--- src/rtl/ccaq_regs.vh ---
/*
 * register map, field positions, reset values and action codes of the
 * counter-compare and action-qualifier stage.
 * assumes a 32-bit axi4-lite slave; each register index is a word, the
 * byte address is four times the index.
 */
`ifndef CCAQ_REGS_VH
`define CCAQ_REGS_VH

// register indices (byte address = index * 4)
`define CCAQ_IDX_CMP_CTRL 12'h007
`define CCAQ_IDX_COMPARE_A_VALUE_FRAC 12'h008
`define CCAQ_IDX_COMPARE_A_VALUE 12'h009
`define CCAQ_IDX_COMPARE_B_VALUE 12'h00a
`define CCAQ_IDX_AQ_CTRL_A 12'h00b
`define CCAQ_IDX_AQ_CTRL_B 12'h00c
`define CCAQ_IDX_FORCE_ONCE 12'h00d
`define CCAQ_IDX_FORCE_CONT 12'h00e
`define CCAQ_IDX_COMPARE_A_VALUE_FRAC_MIR 12'h02c
`define CCAQ_IDX_COMPARE_A_VALUE_MIR 12'h02d
`define CCAQ_IDX_MODE 12'h030

// compare_control fields
`define CCAQ_CC_LOADA_LSB 0
`define CCAQ_CC_LOADB_LSB 2
`define CCAQ_CC_DIRA_BIT 4
`define CCAQ_CC_DIRB_BIT 6
`define CCAQ_CC_PENDA_BIT 8
`define CCAQ_CC_PENDB_BIT 9
`define CCAQ_CC_RESET 16'h0000

// load event choices
`define CCAQ_LD_ZERO 2'h0
`define CCAQ_LD_PERIOD 2'h1
`define CCAQ_LD_EITHER 2'h2

// action codes
`define CCAQ_ACT_NONE 2'h0
`define CCAQ_ACT_CLEAR 2'h1
`define CCAQ_ACT_SET 2'h2
`define CCAQ_ACT_TOGGLE 2'h3

// action control fields (2 bits each)
`define CCAQ_AQ_ZRO_LSB 0
`define CCAQ_AQ_PRD_LSB 2
`define CCAQ_AQ_CAU_LSB 4
`define CCAQ_AQ_CAD_LSB 6
`define CCAQ_AQ_CBU_LSB 8
`define CCAQ_AQ_CBD_LSB 10
`define CCAQ_AQ_RESET 16'h0000

// one-time force fields
`define CCAQ_FO_ACTA_LSB 0
`define CCAQ_FO_GOA_BIT 2
`define CCAQ_FO_ACTB_LSB 3
`define CCAQ_FO_GOB_BIT 5
`define CCAQ_FO_RELD_LSB 6
`define CCAQ_FO_RESET 16'h0000

// continuous force fields: 0 off, 1 low, 2 high
`define CCAQ_FC_A_LSB 0
`define CCAQ_FC_B_LSB 2
`define CCAQ_FC_RESET 16'h0000

// counter modes
`define CCAQ_MODE_UP 2'h0
`define CCAQ_MODE_DOWN 2'h1
`define CCAQ_MODE_UPDOWN 2'h2
`define CCAQ_MODE_FROZEN 2'h3

// axi responses
`define CCAQ_RESP_OKAY 2'h0
`define CCAQ_RESP_SLVERR 2'h2

`endif

--- src/rtl/ccaq_top.v ---
/*
 * counter-compare and action-qualifier stage: shadowed compare values,
 * compare events, prioritised action qualification and two registered
 * pwm outputs, with an axi4-lite register slave.
 * assumes the time-base counter, period, direction and mode come from
 * logic on the same clock; period and zero flags are derived here.
 */
// Added by the designer: the AXI4-Lite register port.
`timescale 1ns/1ps
`include "ccaq_regs.vh"

module ccaq_top #(
  parameter CW = 16
) (
  // clock and reset
  input wire aclk,
  input wire aresetn,
  // time base
  input wire [CW-1:0] time_base_count,
  input wire [CW-1:0] time_base_period,
  input wire count_dir_up,
  input wire [1:0] count_mode,
  // events and outputs
  output wire count_at_zero,
  output wire count_at_period,
  output wire count_at_compare_a,
  output wire count_at_compare_b,
  output wire count_dir_out,
  output reg pwm_out_a,
  output reg pwm_out_b,
  // axi4-lite write address
  input wire [13:0] s_axi_awaddr,
  input wire s_axi_awvalid,
  output wire s_axi_awready,
  // axi4-lite write data
  input wire [31:0] s_axi_wdata,
  input wire [3:0] s_axi_wstrb,
  input wire s_axi_wvalid,
  output wire s_axi_wready,
  // axi4-lite write response
  output reg [1:0] s_axi_bresp,
  output reg s_axi_bvalid,
  input wire s_axi_bready,
  // axi4-lite read address
  input wire [13:0] s_axi_araddr,
  input wire s_axi_arvalid,
  output wire s_axi_arready,
  // axi4-lite read data
  output reg [31:0] s_axi_rdata,
  output reg [1:0] s_axi_rresp,
  output reg s_axi_rvalid,
  input wire s_axi_rready
);

  // ************************************************
  // registers
  // ************************************************
  reg [15:0] cmp_ctrl;
  reg [15:0] compare_a_value_frac;
  reg [CW-1:0] compare_a_value_act;
  reg [CW-1:0] compare_a_value_shd;
  reg [CW-1:0] compare_b_value_act;
  reg [CW-1:0] compare_b_value_shd;
  reg pend_a;
  reg pend_b;
  reg [15:0] action_ctrl_out_a;
  reg [15:0] action_ctrl_out_b;
  reg [15:0] force_once;
  reg [3:0] force_cont_shd;
  reg [3:0] force_cont_act;

  wire [1:0] load_a = cmp_ctrl[`CCAQ_CC_LOADA_LSB +: 2];
  wire [1:0] load_b = cmp_ctrl[`CCAQ_CC_LOADB_LSB +: 2];
  wire compare_a_direct_select = cmp_ctrl[`CCAQ_CC_DIRA_BIT];
  wire compare_b_direct_select = cmp_ctrl[`CCAQ_CC_DIRB_BIT];
  wire [1:0] reload_sel = force_once[`CCAQ_FO_RELD_LSB +: 2];

  // ************************************************
  // functions
  // ************************************************
  function load_hit;
    input [1:0] sel;
    input zero;
    input prd;
    begin
      case (sel)
        `CCAQ_LD_ZERO: load_hit = zero;
        `CCAQ_LD_PERIOD: load_hit = prd;
        `CCAQ_LD_EITHER: load_hit = zero | prd;
        default: load_hit = 1'b0;
      endcase
    end
  endfunction

  function [1:0] field;
    input [15:0] r;
    input integer lsb;
    begin
      field = r[lsb +: 2];
    end
  endfunction

  // later actions in the list override earlier ones
  function [1:0] pick;
    input [1:0] cur;
    input ev;
    input [1:0] act;
    begin
      pick = (ev && act != `CCAQ_ACT_NONE) ? act : cur;
    end
  endfunction

  function apply;
    input lvl;
    input [1:0] act;
    begin
      case (act)
        `CCAQ_ACT_CLEAR: apply = 1'b0;
        `CCAQ_ACT_SET: apply = 1'b1;
        `CCAQ_ACT_TOGGLE: apply = ~lvl;
        default: apply = lvl;
      endcase
    end
  endfunction

  // ************************************************
  // compare events
  // ************************************************
  wire run = count_mode != `CCAQ_MODE_FROZEN;
  reg [CW-1:0] last_count;
  wire moved = time_base_count != last_count;
  wire ev_zero = run && moved && time_base_count == {CW{1'b0}};
  wire ev_prd = run && moved && time_base_count == time_base_period;
  // one event per counter value: a held count does not re-fire
  wire eq_a = run && moved && time_base_count == compare_a_value_act;
  wire eq_b = run && moved && time_base_count == compare_b_value_act;
  wire up_m = count_mode == `CCAQ_MODE_UP;
  // compare above period gives no event in up mode, even when a loaded count equals it
  wire ok_a = !(up_m && compare_a_value_act > time_base_period);
  wire ok_b = !(up_m && compare_b_value_act > time_base_period);
  wire ev_a = eq_a && ok_a;
  wire ev_b = eq_b && ok_b;
  // direction seen with each event; zero/period turnarounds in up-down
  // mode count once since the counter value occurs only once there
  wire dir_up = up_m ? 1'b1 :
    (count_mode == `CCAQ_MODE_DOWN) ? 1'b0 : count_dir_up;
  assign count_at_zero = ev_zero;
  assign count_at_period = ev_prd;
  assign count_at_compare_a = ev_a;
  assign count_at_compare_b = ev_b;
  assign count_dir_out = dir_up;

  // ************************************************
  // action qualifier
  // ************************************************
  reg [1:0] act_a;
  reg [1:0] act_b;
  wire go_a = force_once[`CCAQ_FO_GOA_BIT];
  wire go_b = force_once[`CCAQ_FO_GOB_BIT];

  function [1:0] qualify;
    input [15:0] c;
    input up;
    input zero;
    input prd;
    input ca;
    input cb;
    input [1:0] mode;
    reg [1:0] r;
    begin
      r = `CCAQ_ACT_NONE;
      if (mode == `CCAQ_MODE_DOWN) begin
        r = pick(r, prd, field(c, `CCAQ_AQ_PRD_LSB));
        r = pick(r, ca, field(c, `CCAQ_AQ_CAD_LSB));
        r = pick(r, cb, field(c, `CCAQ_AQ_CBD_LSB));
        r = pick(r, zero, field(c, `CCAQ_AQ_ZRO_LSB));
      end else if (mode == `CCAQ_MODE_UP) begin
        r = pick(r, zero, field(c, `CCAQ_AQ_ZRO_LSB));
        r = pick(r, ca, field(c, `CCAQ_AQ_CAU_LSB));
        r = pick(r, cb, field(c, `CCAQ_AQ_CBU_LSB));
        r = pick(r, prd, field(c, `CCAQ_AQ_PRD_LSB));
      end else if (up) begin
        r = pick(r, zero, field(c, `CCAQ_AQ_ZRO_LSB));
        r = pick(r, ca, field(c, `CCAQ_AQ_CAU_LSB));
        r = pick(r, cb, field(c, `CCAQ_AQ_CBU_LSB));
        r = pick(r, prd, field(c, `CCAQ_AQ_PRD_LSB));
      end else begin
        r = pick(r, prd, field(c, `CCAQ_AQ_PRD_LSB));
        r = pick(r, ca, field(c, `CCAQ_AQ_CAD_LSB));
        r = pick(r, cb, field(c, `CCAQ_AQ_CBD_LSB));
        r = pick(r, zero, field(c, `CCAQ_AQ_ZRO_LSB));
      end
      qualify = r;
    end
  endfunction

  always @* begin
    // cross switch: any event to any action on either output
    act_a = qualify(action_ctrl_out_a, dir_up, ev_zero, ev_prd, ev_a, ev_b,
      count_mode);
    act_b = qualify(action_ctrl_out_b, dir_up, ev_zero, ev_prd, ev_a, ev_b,
      count_mode);
    if (go_a)
      act_a = force_once[`CCAQ_FO_ACTA_LSB +: 2];
    if (go_b)
      act_b = force_once[`CCAQ_FO_ACTB_LSB +: 2];
  end

  wire [1:0] fca = force_cont_act[`CCAQ_FC_A_LSB +: 2];
  wire [1:0] fcb = force_cont_act[`CCAQ_FC_B_LSB +: 2];

  always @(posedge aclk) begin
    if (!aresetn) begin
      pwm_out_a <= 1'b0;
      pwm_out_b <= 1'b0;
      last_count <= {CW{1'b1}};
    end else begin
      last_count <= time_base_count;
      // continuous force overrides all other actions
      if (fca == 2'h1 || fca == 2'h2)
        pwm_out_a <= fca[1];
      else
        pwm_out_a <= apply(pwm_out_a, act_a);
      if (fcb == 2'h1 || fcb == 2'h2)
        pwm_out_b <= fcb[1];
      else
        pwm_out_b <= apply(pwm_out_b, act_b);
    end
  end

  // ************************************************
  // axi4-lite slave
  // ************************************************
  reg aw_held;
  reg w_held;
  reg [11:0] aw_idx;
  reg [31:0] w_data;
  reg [3:0] w_strb;
  assign s_axi_awready = !aw_held && !s_axi_bvalid;
  assign s_axi_wready = !w_held && !s_axi_bvalid;
  assign s_axi_arready = !s_axi_rvalid;
  wire aw_now = aw_held || s_axi_awvalid;
  wire w_now = w_held || s_axi_wvalid;
  wire do_wr = aw_now && w_now && !s_axi_bvalid;
  wire [11:0] wi = aw_held ? aw_idx : s_axi_awaddr[13:2];
  wire [31:0] wd = w_held ? w_data : s_axi_wdata;
  wire [3:0] ws = w_held ? w_strb : s_axi_wstrb;

  function mapped;
    input [11:0] i;
    begin
      mapped = (i >= `CCAQ_IDX_CMP_CTRL && i <= `CCAQ_IDX_FORCE_CONT) ||
        i == `CCAQ_IDX_COMPARE_A_VALUE_FRAC_MIR || i == `CCAQ_IDX_COMPARE_A_VALUE_MIR ||
        i == `CCAQ_IDX_MODE;
    end
  endfunction

  function [15:0] merge;
    input [15:0] old;
    input [31:0] d;
    input [3:0] s;
    begin
      merge = {s[1] ? d[15:8] : old[15:8], s[0] ? d[7:0] : old[7:0]};
    end
  endfunction

  wire wr_ctl = do_wr && wi == `CCAQ_IDX_CMP_CTRL;
  wire wr_compare_a_value = do_wr && (wi == `CCAQ_IDX_COMPARE_A_VALUE || wi == `CCAQ_IDX_COMPARE_A_VALUE_MIR);
  wire wr_compare_b_value = do_wr && wi == `CCAQ_IDX_COMPARE_B_VALUE;
  wire wr_frac = do_wr &&
    (wi == `CCAQ_IDX_COMPARE_A_VALUE_FRAC || wi == `CCAQ_IDX_COMPARE_A_VALUE_FRAC_MIR);
  wire [15:0] compare_a_value_old = compare_a_direct_select ? compare_a_value_act : compare_a_value_shd;
  wire [15:0] compare_b_value_old = compare_b_direct_select ? compare_b_value_act : compare_b_value_shd;
  wire [15:0] compare_a_value_new = merge(compare_a_value_old, wd, ws);
  wire [15:0] compare_b_value_new = merge(compare_b_value_old, wd, ws);
  wire ld_a = !compare_a_direct_select &&
    load_hit(load_a, ev_zero, ev_prd);
  wire ld_b = !compare_b_direct_select &&
    load_hit(load_b, ev_zero, ev_prd);
  wire fc_load = load_hit(reload_sel, ev_zero, ev_prd);

  always @(posedge aclk) begin
    if (!aresetn) begin
      aw_held <= 1'b0;
      w_held <= 1'b0;
      aw_idx <= 12'h000;
      w_data <= 32'h00000000;
      w_strb <= 4'h0;
      s_axi_bvalid <= 1'b0;
      s_axi_bresp <= `CCAQ_RESP_OKAY;
      cmp_ctrl <= `CCAQ_CC_RESET;
      compare_a_value_frac <= 16'h0000;
      compare_a_value_act <= {CW{1'b0}};
      compare_a_value_shd <= {CW{1'b0}};
      compare_b_value_act <= {CW{1'b0}};
      compare_b_value_shd <= {CW{1'b0}};
      pend_a <= 1'b0;
      pend_b <= 1'b0;
      action_ctrl_out_a <= `CCAQ_AQ_RESET;
      action_ctrl_out_b <= `CCAQ_AQ_RESET;
      force_once <= `CCAQ_FO_RESET;
      force_cont_shd <= 4'h0;
      force_cont_act <= 4'h0;
    end else begin
      if (s_axi_awvalid && s_axi_awready && !do_wr) begin
        aw_held <= 1'b1;
        aw_idx <= s_axi_awaddr[13:2];
      end
      if (s_axi_wvalid && s_axi_wready && !do_wr) begin
        w_held <= 1'b1;
        w_data <= s_axi_wdata;
        w_strb <= s_axi_wstrb;
      end
      if (do_wr) begin
        aw_held <= 1'b0;
        w_held <= 1'b0;
        s_axi_bvalid <= 1'b1;
        s_axi_bresp <= mapped(wi) ? `CCAQ_RESP_OKAY : `CCAQ_RESP_SLVERR;
      end else if (s_axi_bready)
        s_axi_bvalid <= 1'b0;
      // one-time force go bits self-clear after one cycle
      force_once[`CCAQ_FO_GOA_BIT] <= 1'b0;
      force_once[`CCAQ_FO_GOB_BIT] <= 1'b0;
      if (wr_ctl)
        cmp_ctrl <= merge(cmp_ctrl, wd, ws) & 16'h005f;
      if (wr_frac)
        compare_a_value_frac <= merge(compare_a_value_frac, wd, ws);
      // shadow path: load on chosen event, pending set wins over load
      if (ld_a) begin
        compare_a_value_act <= compare_a_value_shd;
        pend_a <= 1'b0;
      end
      if (ld_b) begin
        compare_b_value_act <= compare_b_value_shd;
        pend_b <= 1'b0;
      end
      if (wr_compare_a_value) begin
        if (compare_a_direct_select)
          compare_a_value_act <= compare_a_value_new;
        else begin
          compare_a_value_shd <= compare_a_value_new;
          pend_a <= 1'b1;
        end
      end
      if (wr_compare_b_value) begin
        if (compare_b_direct_select)
          compare_b_value_act <= compare_b_value_new;
        else begin
          compare_b_value_shd <= compare_b_value_new;
          pend_b <= 1'b1;
        end
      end
      if (do_wr && wi == `CCAQ_IDX_AQ_CTRL_A)
        action_ctrl_out_a <= merge(action_ctrl_out_a, wd, ws) & 16'h0fff;
      if (do_wr && wi == `CCAQ_IDX_AQ_CTRL_B)
        action_ctrl_out_b <= merge(action_ctrl_out_b, wd, ws) & 16'h0fff;
      if (do_wr && wi == `CCAQ_IDX_FORCE_ONCE)
        force_once <= merge(force_once, wd, ws) & 16'h00ff;
      if (do_wr && wi == `CCAQ_IDX_FORCE_CONT && ws[0])
        force_cont_shd <= wd[3:0];
      // continuous force shadow loads on its own chosen event
      if (fc_load)
        force_cont_act <= force_cont_shd;
      else if (reload_sel == 2'h3 && do_wr &&
          wi == `CCAQ_IDX_FORCE_CONT && ws[0])
        force_cont_act <= wd[3:0];
    end
  end

  // ************************************************
  // read path
  // ************************************************
  reg [15:0] rd_val;
  wire [11:0] ri = s_axi_araddr[13:2];
  always @* begin
    case (ri)
      `CCAQ_IDX_CMP_CTRL:
        rd_val = {6'h00, pend_b, pend_a, cmp_ctrl[7:0]};
      `CCAQ_IDX_COMPARE_A_VALUE_FRAC: rd_val = compare_a_value_frac;
      `CCAQ_IDX_COMPARE_A_VALUE: rd_val = compare_a_value_old;
      `CCAQ_IDX_COMPARE_B_VALUE: rd_val = compare_b_value_old;
      `CCAQ_IDX_AQ_CTRL_A: rd_val = action_ctrl_out_a;
      `CCAQ_IDX_AQ_CTRL_B: rd_val = action_ctrl_out_b;
      `CCAQ_IDX_FORCE_ONCE: rd_val = force_once & 16'h00db;
      `CCAQ_IDX_FORCE_CONT: rd_val = {12'h000, force_cont_shd};
      `CCAQ_IDX_COMPARE_A_VALUE_FRAC_MIR: rd_val = compare_a_value_frac;
      `CCAQ_IDX_COMPARE_A_VALUE_MIR: rd_val = compare_a_value_old;
      `CCAQ_IDX_MODE:
        rd_val = {13'h0000, pwm_out_b, pwm_out_a, dir_up};
      default: rd_val = 16'h0000;
    endcase
  end

  always @(posedge aclk) begin
    if (!aresetn) begin
      s_axi_rvalid <= 1'b0;
      s_axi_rdata <= 32'h00000000;
      s_axi_rresp <= `CCAQ_RESP_OKAY;
    end else if (s_axi_arvalid && s_axi_arready) begin
      s_axi_rvalid <= 1'b1;
      s_axi_rdata <= {16'h0000, rd_val};
      s_axi_rresp <= mapped(ri) ? `CCAQ_RESP_OKAY : `CCAQ_RESP_SLVERR;
    end else if (s_axi_rready)
      s_axi_rvalid <= 1'b0;
  end

endmodule

--- config.mk ---
export PLATFORM = sky130hd
export DESIGN_NAME = ccaq_top
export DESIGN_NICKNAME = d
export VERILOG_FILES = /design/src/rtl/ccaq_top.v
export VERILOG_INCLUDE_DIRS = /design/src /design/src/rtl
export SDC_FILE = /design/constraint.sdc
export NUM_CORES = 1
export LEC_CHECK = 0
export BUFFER_PORTS_ARGS = -buffer_cell sky130_fd_sc_hd__buf_4
export CAP_MARGIN = 20
export CORE_MARGIN = 5
export CORE_UTILIZATION = 50
export CTS_BUF_LIST = sky130_fd_sc_hd__clkbuf_16
export DETAILED_ROUTE_END_ITERATION = 12
export PLACE_DENSITY = 0.81
export SETUP_SLACK_MARGIN = 0.15
export SLEW_MARGIN = 20
export SYNTH_ARGS = -nofsm -noshare
export SYNTH_HDL_FRONTEND = slang
export SYNTH_SLANG_ARGS = --single-unit
--- constraint.sdc ---
create_clock -name aclk -period 6.3 [get_ports aclk]
set_clock_uncertainty 0.15 [all_clocks]
set_input_delay 0.63 -clock aclk [delete_from_list [all_inputs] [get_ports aclk]]
set_output_delay 0.63 -clock aclk [all_outputs]
set_load 0.02 [all_outputs]
# After elaboration in Yosys (flattened, before gate mapping)
# Index checks and enable logic that the tools add are counted.
[classes]
add_sub_neg = 0
mul = 0
n_div = 0
n_lt_le_gt_ge = 6
eq_ne = 45
shifts = 0
n_mux = 63
bitwise = 6
reduce_logical = 103
[op_table]
columns = ["cell", "n"]
rows = [
  ["12-bit by 4-bit equality test with 1-bit output, second input constant", 14],
  ["16-bit two-way mux", 9],
  ["16-bit one-hot mux with 9 select lines", 1],
  ["12-bit by 6-bit equality test with 1-bit output, second input constant", 6],
  ["2-bit two-way mux", 27],
  ["16-bit equality test", 3],
  ["1-bit logical AND", 46],
  ["16-bit > comparator", 2],
  ["8-bit two-way mux", 4],
  ["2-bit nonzero test", 15],
  ["12-bit by 3-bit equality test with 1-bit output, second input constant", 2],
  ["12-bit by 3-bit greater-or-equal comparator with 1-bit output, second input constant", 2],
  ["12-bit by 4-bit <= comparator with 1-bit output, second input constant", 2],
  ["2-bit AND reduction", 11],
  ["2-bit equality test, second input constant", 10],
  ["2-bit by 1-bit equality test with 1-bit output, second input constant", 8],
  ["16-bit zero test", 1],
  ["16-bit inequality test", 1],
  ["1-bit one-hot mux with 3 select lines", 5],
  ["1-bit two-way mux", 14],
  ["1-bit logical OR", 12],
  ["12-bit two-way mux", 1],
  ["1-bit zero test", 9],
  ["2-bit zero test", 4],
  ["other kinds (6)", 14],
]
[word_totals]
reg_bits = 200
latchBits = 0
ram_bits = 0
mem_bits_ro = 0
in_bits = 106
output_inout_bits = 48
word_cells = 253
memories = 0

# Depth between registers and ports, before layout
[depth]
depth_word = 15
ltp_mapped = 19
ltp_nobuf = 17

# Worst setup path before layout
# No wires, ideal clock.
[synth_path]
kind = "input to register"
from = "input time_base_period[5]"
to = "register pwm_out_a"
setup_ns = 0.065
t_arrival_ns = 3.872
t_required_ns = 6.085
path_slack_ns = 2.212
stages = 18
path_buffers = 1
cell_sequence = "inv_1 > ha_1 > a21oi_1 > o21a_1 > nor3_1 > or4b_2 > a21oi_2 > buf_2 > nand2_1 > a22o_1 > a22oi_1 > ha_1 > nor2_1 > nor2_1 > a21oi_1 > a21oi_1 > maj3_1 > nor2_1"
[synth_between]
elab_cells_between_ends = 32
classes_between = "order compare (2); eq/ne (4); mux (13); reduce/logical (13)"
[synth_rtl]
columns = ["item", "line_no", "text"]
rows = [
  ["start, declared", "ccaq_top.v:20", "input wire [CW-1:0] time_base_period,"],
  ["16-bit > comparator *", "ccaq_top.v:140", "wire ok_b = !(up_m && compare_b_value_act > time_base_period);"],
  ["1-bit logical AND *", "ccaq_top.v:140", ""],
  ["1-bit zero test *", "ccaq_top.v:140", ""],
  ["1-bit logical AND *", "ccaq_top.v:142", "wire ev_b = eq_b && ok_b;"],
  ["net count_at_compare_b", "ccaq_top.v:27", "output wire count_at_compare_b,"],
  ["1-bit logical AND (no line)", "n/a", ""],
  ["2-bit two-way mux (2 in series)", "ccaq_top.v:109", "pick = (ev && act != `CCAQ_ACT_NONE) ? act : cur;"],
  ["2-bit two-way mux", "ccaq_top.v:182", "end else if (up) begin"],
  ["2-bit two-way mux", "ccaq_top.v:177", "end else if (mode == `CCAQ_MODE_UP) begin"],
  ["2-bit two-way mux *", "ccaq_top.v:172", "if (mode == `CCAQ_MODE_DOWN) begin"],
  ["2-bit two-way mux *", "ccaq_top.v:203", "if (go_a)"],
  ["2-bit equality test or 2-bit by 1-bit equality test with 1-bit output (tied branches)", "ccaq_top.v:117", "case (act)"],
  ["1-bit one-hot mux with 3 select lines", "ccaq_top.v:117", ""],
  ["1-bit two-way mux", "ccaq_top.v:220", "if (fca == 2'h1 || fca == 2'h2)"],
  ["end signal, assigned", "ccaq_top.v:221", "pwm_out_a <= fca[1];"],
  ["end signal, assigned", "ccaq_top.v:223", "pwm_out_a <= apply(pwm_out_a, act_a);"],
  ["end, declared", "ccaq_top.v:29", "output reg pwm_out_a,"],
]
# The timed path passes the listed nets; every way through them passes the cells marked *.
# A chain may end at the register's enable or synchronous reset.

# Worst setup path after layout
[layout_path]
from = "register compare_b_value_act[11]"
to = "register pwm_out_a"
[layout_between]
elab_chain_cells = 14
elab_cells_between_ends = 22
classes_between = "order compare (1); eq/ne (4); mux (10); reduce/logical (7)"
[layout_lines]
columns = ["item", "line_no", "text"]
rows = [
  ["start, declared", "ccaq_top.v:62", "reg [CW-1:0] compare_b_value_act;"],
  ["start signal, assigned", "ccaq_top.v:295", "compare_b_value_act <= {CW{1'b0}};"],
  ["start signal, assigned", "ccaq_top.v:334", "compare_b_value_act <= compare_b_value_shd;"],
  ["start signal, assigned", "ccaq_top.v:347", "compare_b_value_act <= compare_b_value_new;"],
  ["16-bit > comparator", "ccaq_top.v:140", ""],
  ["1-bit logical AND", "ccaq_top.v:140", ""],
  ["1-bit zero test", "ccaq_top.v:140", ""],
  ["1-bit logical AND *", "ccaq_top.v:142", ""],
  ["1-bit logical AND (no line)", "n/a", ""],
  ["2-bit two-way mux (2 in series)", "ccaq_top.v:109", ""],
  ["2-bit two-way mux", "ccaq_top.v:182", ""],
  ["2-bit two-way mux", "ccaq_top.v:177", ""],
  ["2-bit two-way mux *", "ccaq_top.v:172", ""],
  ["2-bit two-way mux *", "ccaq_top.v:203", ""],
  ["2-bit equality test or 2-bit by 1-bit equality test with 1-bit output (tied branches)", "ccaq_top.v:117", ""],
  ["1-bit one-hot mux with 3 select lines", "ccaq_top.v:117", ""],
  ["1-bit two-way mux", "ccaq_top.v:220", ""],
]
# Mark *: on every way between the ends. The rest lies on a longest branch, timed or not.

==> flow_summary_export.csv <==
group,metric,value,unit
outcome,status,"finished clean",
critical_path,endpoint_kind,"flip-flop",
floorplanning,io_pins,154,
critical_path,path_max_fanout,17,
cts,clk_pin_slew,80,ps
synthesis,synth_cell_type_count,74,
timing,fin_setup_tns,0,ps
route,vias_per_cell,6.012,
floorplanning,dieArea,25990,µm²
grt,grt_use_total,25.61,%
synthesis,synth_compound_gate_area_share,17.13,%
synthesis,synthArstFlopShare,0,%
grt,grt_pass1_vias,9970,
timing,maxSlewHeadroom,27.11,%
synthesis,synth_edf_count,0,
cts,clock_latency,450,ps
finish,multi_input_area,6865,µm²
floorplanning,coreArea,22570,µm²
critical_path,cp_data_arrival_time,4810,ps
route,ant_nets,0,
synthesis,synth_area_leader_cell,"dfxtp_1",
synthesis,ys_seq_area_share,34.67,%
critical_path,startpoint_type,"flip-flop",
finish,finalNonFillerCells,1725,
cts,clock-sinks,198,
cts,cts_buffers,17,
finish,n_antenna_cell,0,
place,gp_congestion,0.9310,
finish,nFillCells,2022,
finish,syn_to_final_growth,12.64,%
floorplanning,die_h,161.2,µm
place,port_buffers,113,
synthesis,synthMuxAreaShare,12.94,%
route,wl,33720,µm
timing,fmax,218.5,MHz
finish,finalInstanceArea,12880,µm²
synthesis,ys_seq_elements,198,
pwr,ir_worst_vdd,0.1836,mV
finish,seq_area,3965,µm²
critical_path,setup.worst_path.class,"flip-flop to flip-flop",
synthesis,synth_top_area_share,34.67,%
cts,max-clock-path-buffers,2,
timing,worstMarginPinSlew,1091,ps
critical_path,required,6530,ps
critical_path,ff2ff_path_depth,16,
synthesis,synth-xor-area-share,5.133,%
route,wl_per_cell,19.55,µm
synthesis,netlist_instances,1376,
route,vias,10370,
route,drt_iter0_drc,1187,
timing,holdWs,219.3,ps
timing,finalCritPeriodShare,72.64,%
finish,fin_util,57.05,%
cts,cts_resized,0,
grt,antenna_found_initial,0,
cts,post-cts-setup-buffer-count,0,
route,drc,0,
synthesis,ys.flop_type,"dfxtp_1",
place,dpl.cell_count,1693,
timing,finalSetupViolCount,0,
synthesis,yosys-top-cells-area,"dfxtp_1, mux2i_1, nor2_1",
synthesis,yosysWarningCount,0,
worst_hold_path,whs_path_depth,2,
timing,slew_viol_final,0,
place,place_area,12300,µm²
cts,cts_tree,"built",
timing,period_needed,4576,ps
cts,htreeDepth,4,
floorplanning,rows,55,
floorplanning,die_w,161.2,µm
finish,fin_nets,1569,
finish,drive_above_1_share,14.44,%
pwr,leakage,5.115,nW
cts,cts_hold_buf,0,
synthesis,syn-cell-area,11430,µm²
synthesis,synthAdderAreaFrac,4.115,%
place,dp_hpwl,25220,µm
synthesis,synth_area_per_cell,8.308,µm²
job,max_cap_viol_count,0,
synthesis,synth_top_family_by_area,"simple AND/OR/NAND/NOR gates",
worst_hold_path,hp-class,"input pin to flip-flop",
grt,gr-total-overflow,0,
grt,grt_max_degree,68,
floorplanning,start_util,50.65,%
cts,cts.root.buffer_cell,"clkbuf_16",
timing,rsz0062_at_grt,"false",
synthesis,synthSimpleGateAreaFrac,19.97,%
pwr,power_density,209.7,nW/µm²
route,drtPass1Iterations,8,
grt,grt_pass1_wl,53800,µm
timing,final-hold-violation-count,0,
state kept, by name, summed over array words and instances, names as in the netlist, 2 cells and up:
name                  count
compare_a_value_act      16
compare_a_value_frac     16
compare_a_value_shd      16
compare_b_value_act      16
compare_b_value_shd      16
last_count               16
s_axi_rdata              16
w_data                   16
action_ctrl_out_a        12
action_ctrl_out_b        12
aw_idx                   12
force_once                8
cmp_ctrl                  6
force_cont_act            4
force_cont_shd            4
w_strb                    2
cell type report:
class	count	area share, %
clock inverters	15	1.166
inverters	47	1.389
multi-input cells	1038	53.31
clock buffers	17	3.304
well taps	285	2.769
repair buffers	125	7.268
flip-flops and latches	198	30.79
metrics by stage:
step / setup slack, ps / total power, mW
2_1_floorplan: 2212 / 1.527
3_3_place_gp: 1601 / 1.631
3_5_place_dp: 1500 / 1.639
4_1_cts: 1787 / 2.702
5_1_grt: 1513 / 2.788
6_report: 1724 / 2.701
cell usage in the layout, fill, tap and decap left out, types with 5 or more instances in the layout:
cell       count
a211oi_1      47
a21o_1         5
a21oi_1      104
a221oi_1      15
a22o_1         7
a22oi_1       12
and2_1         9
buf_4        124
clkbuf_16     17
conb_1        18
dfxtp_1      197
ha_1          36
inv_1         47
mux2_2        28
mux2i_1      113
nand2_1      108
nand2b_1      19
nand3_1       34
nand3b_1       6
nand4_1       22
nor2_1       181
nor2b_1       19
nor3_1        32
nor4_1        13
o211ai_1       6
o21ai_0       29
o22ai_1        5
o2bb2ai_1      7
o311a_1        8
or2_2          5
xnor2_1       51
xor2_1        16
power breakdown:
group          total, mW  leakage, nW  switching [mW]  internal [mW]
Sequential          1.29         1.60          0.0184           1.27
Clock               1.09        0.272           0.530          0.556
Combinational      0.325         3.24           0.200          0.125
routing by layer:
| layer | vias up | global-route usage, % | share of wire (%) |
|---|---|---|---|
| met1 | 4862 | 33.86 | 43 |
| li1 | 4942 | - | - |
| met3 | 84 | 5.103 | 7.9 |
| met4 | 0 | 9.616 | 3.6 |
| met2 | 482 | 41.58 | 45 |
| met5 | - | 0 | 0 |
worst max-delay path: stages, from the launching register on:
cell and delay [ps]:
dfxtp_1 520, ha_1 330, nand4_1 150, or4_1 170, a21oi_1 70, or4b_2 650, a21oi_2 750, and2_1 220
o21ai_0 100, a22oi_1 290, ha_1 310, nor2_1 100, nor2_1 40, a21oi_1 150, a21oi_1 60, maj3_1 350
nor2_1 90
path summary, 6_finish.rpt:
kind | to | from | slack, ps
worst max register to register | pwm_out_a$_SDFFE_PN0P_ | compare_b_value_act[11]$_SDFF_PN0_ | 1720
worst min register to register | compare_a_value_frac[2]$_SDFFE_PN0P_ | compare_a_value_frac[2]$_SDFFE_PN0P_ | 300
worst min-delay path | s_axi_rvalid$_SDFFE_PN0P_ | s_axi_rready | 220
worst max-delay path | pwm_out_a$_SDFFE_PN0P_ | compare_b_value_act[11]$_SDFF_PN0_ | 1720
cell families after synthesis:
logic type	count (synthesis)
buffers and inverters	157
AOI/OAI and AO/OA	291
xor gates and xnor gates	67
other	1
and+or+nand+nor	480
adders and majority gates	38
DFF	198
muxes	144
Yosys cell counts (4+ instances only):
master / count
dfxtp_1: 198
nor2_1: 181
mux2i_1: 114
nand2_1: 108
a21oi_1: 104
clkbuf_1: 67
xnor2_1: 51
a211oi_1: 47
inv_1: 46
ha_1: 36
nand3_1: 34
nor3_1: 34
o21ai_0: 29
mux2_2: 28
nand4_1: 22
buf_4: 20
nand2b_1: 19
nor2b_1: 19
xor2_1: 16
a221oi_1: 15
nor4_1: 13
a22oi_1: 12
buf_2: 12
buf_1: 10
and2_1: 9
o311a_1: 8
a22o_1: 7
o2bb2ai_1: 7
nand3b_1: 6
o211ai_1: 6
a21o_1: 5
o22ai_1: 5
or2_2: 5
a21boi_0: 4
a2bb2oi_1: 4
o21a_1: 4
o21ai_1: 4
o221ai_1: 4
o32a_1: 4
No activity file was read; power rests on OpenSTA's default activity.
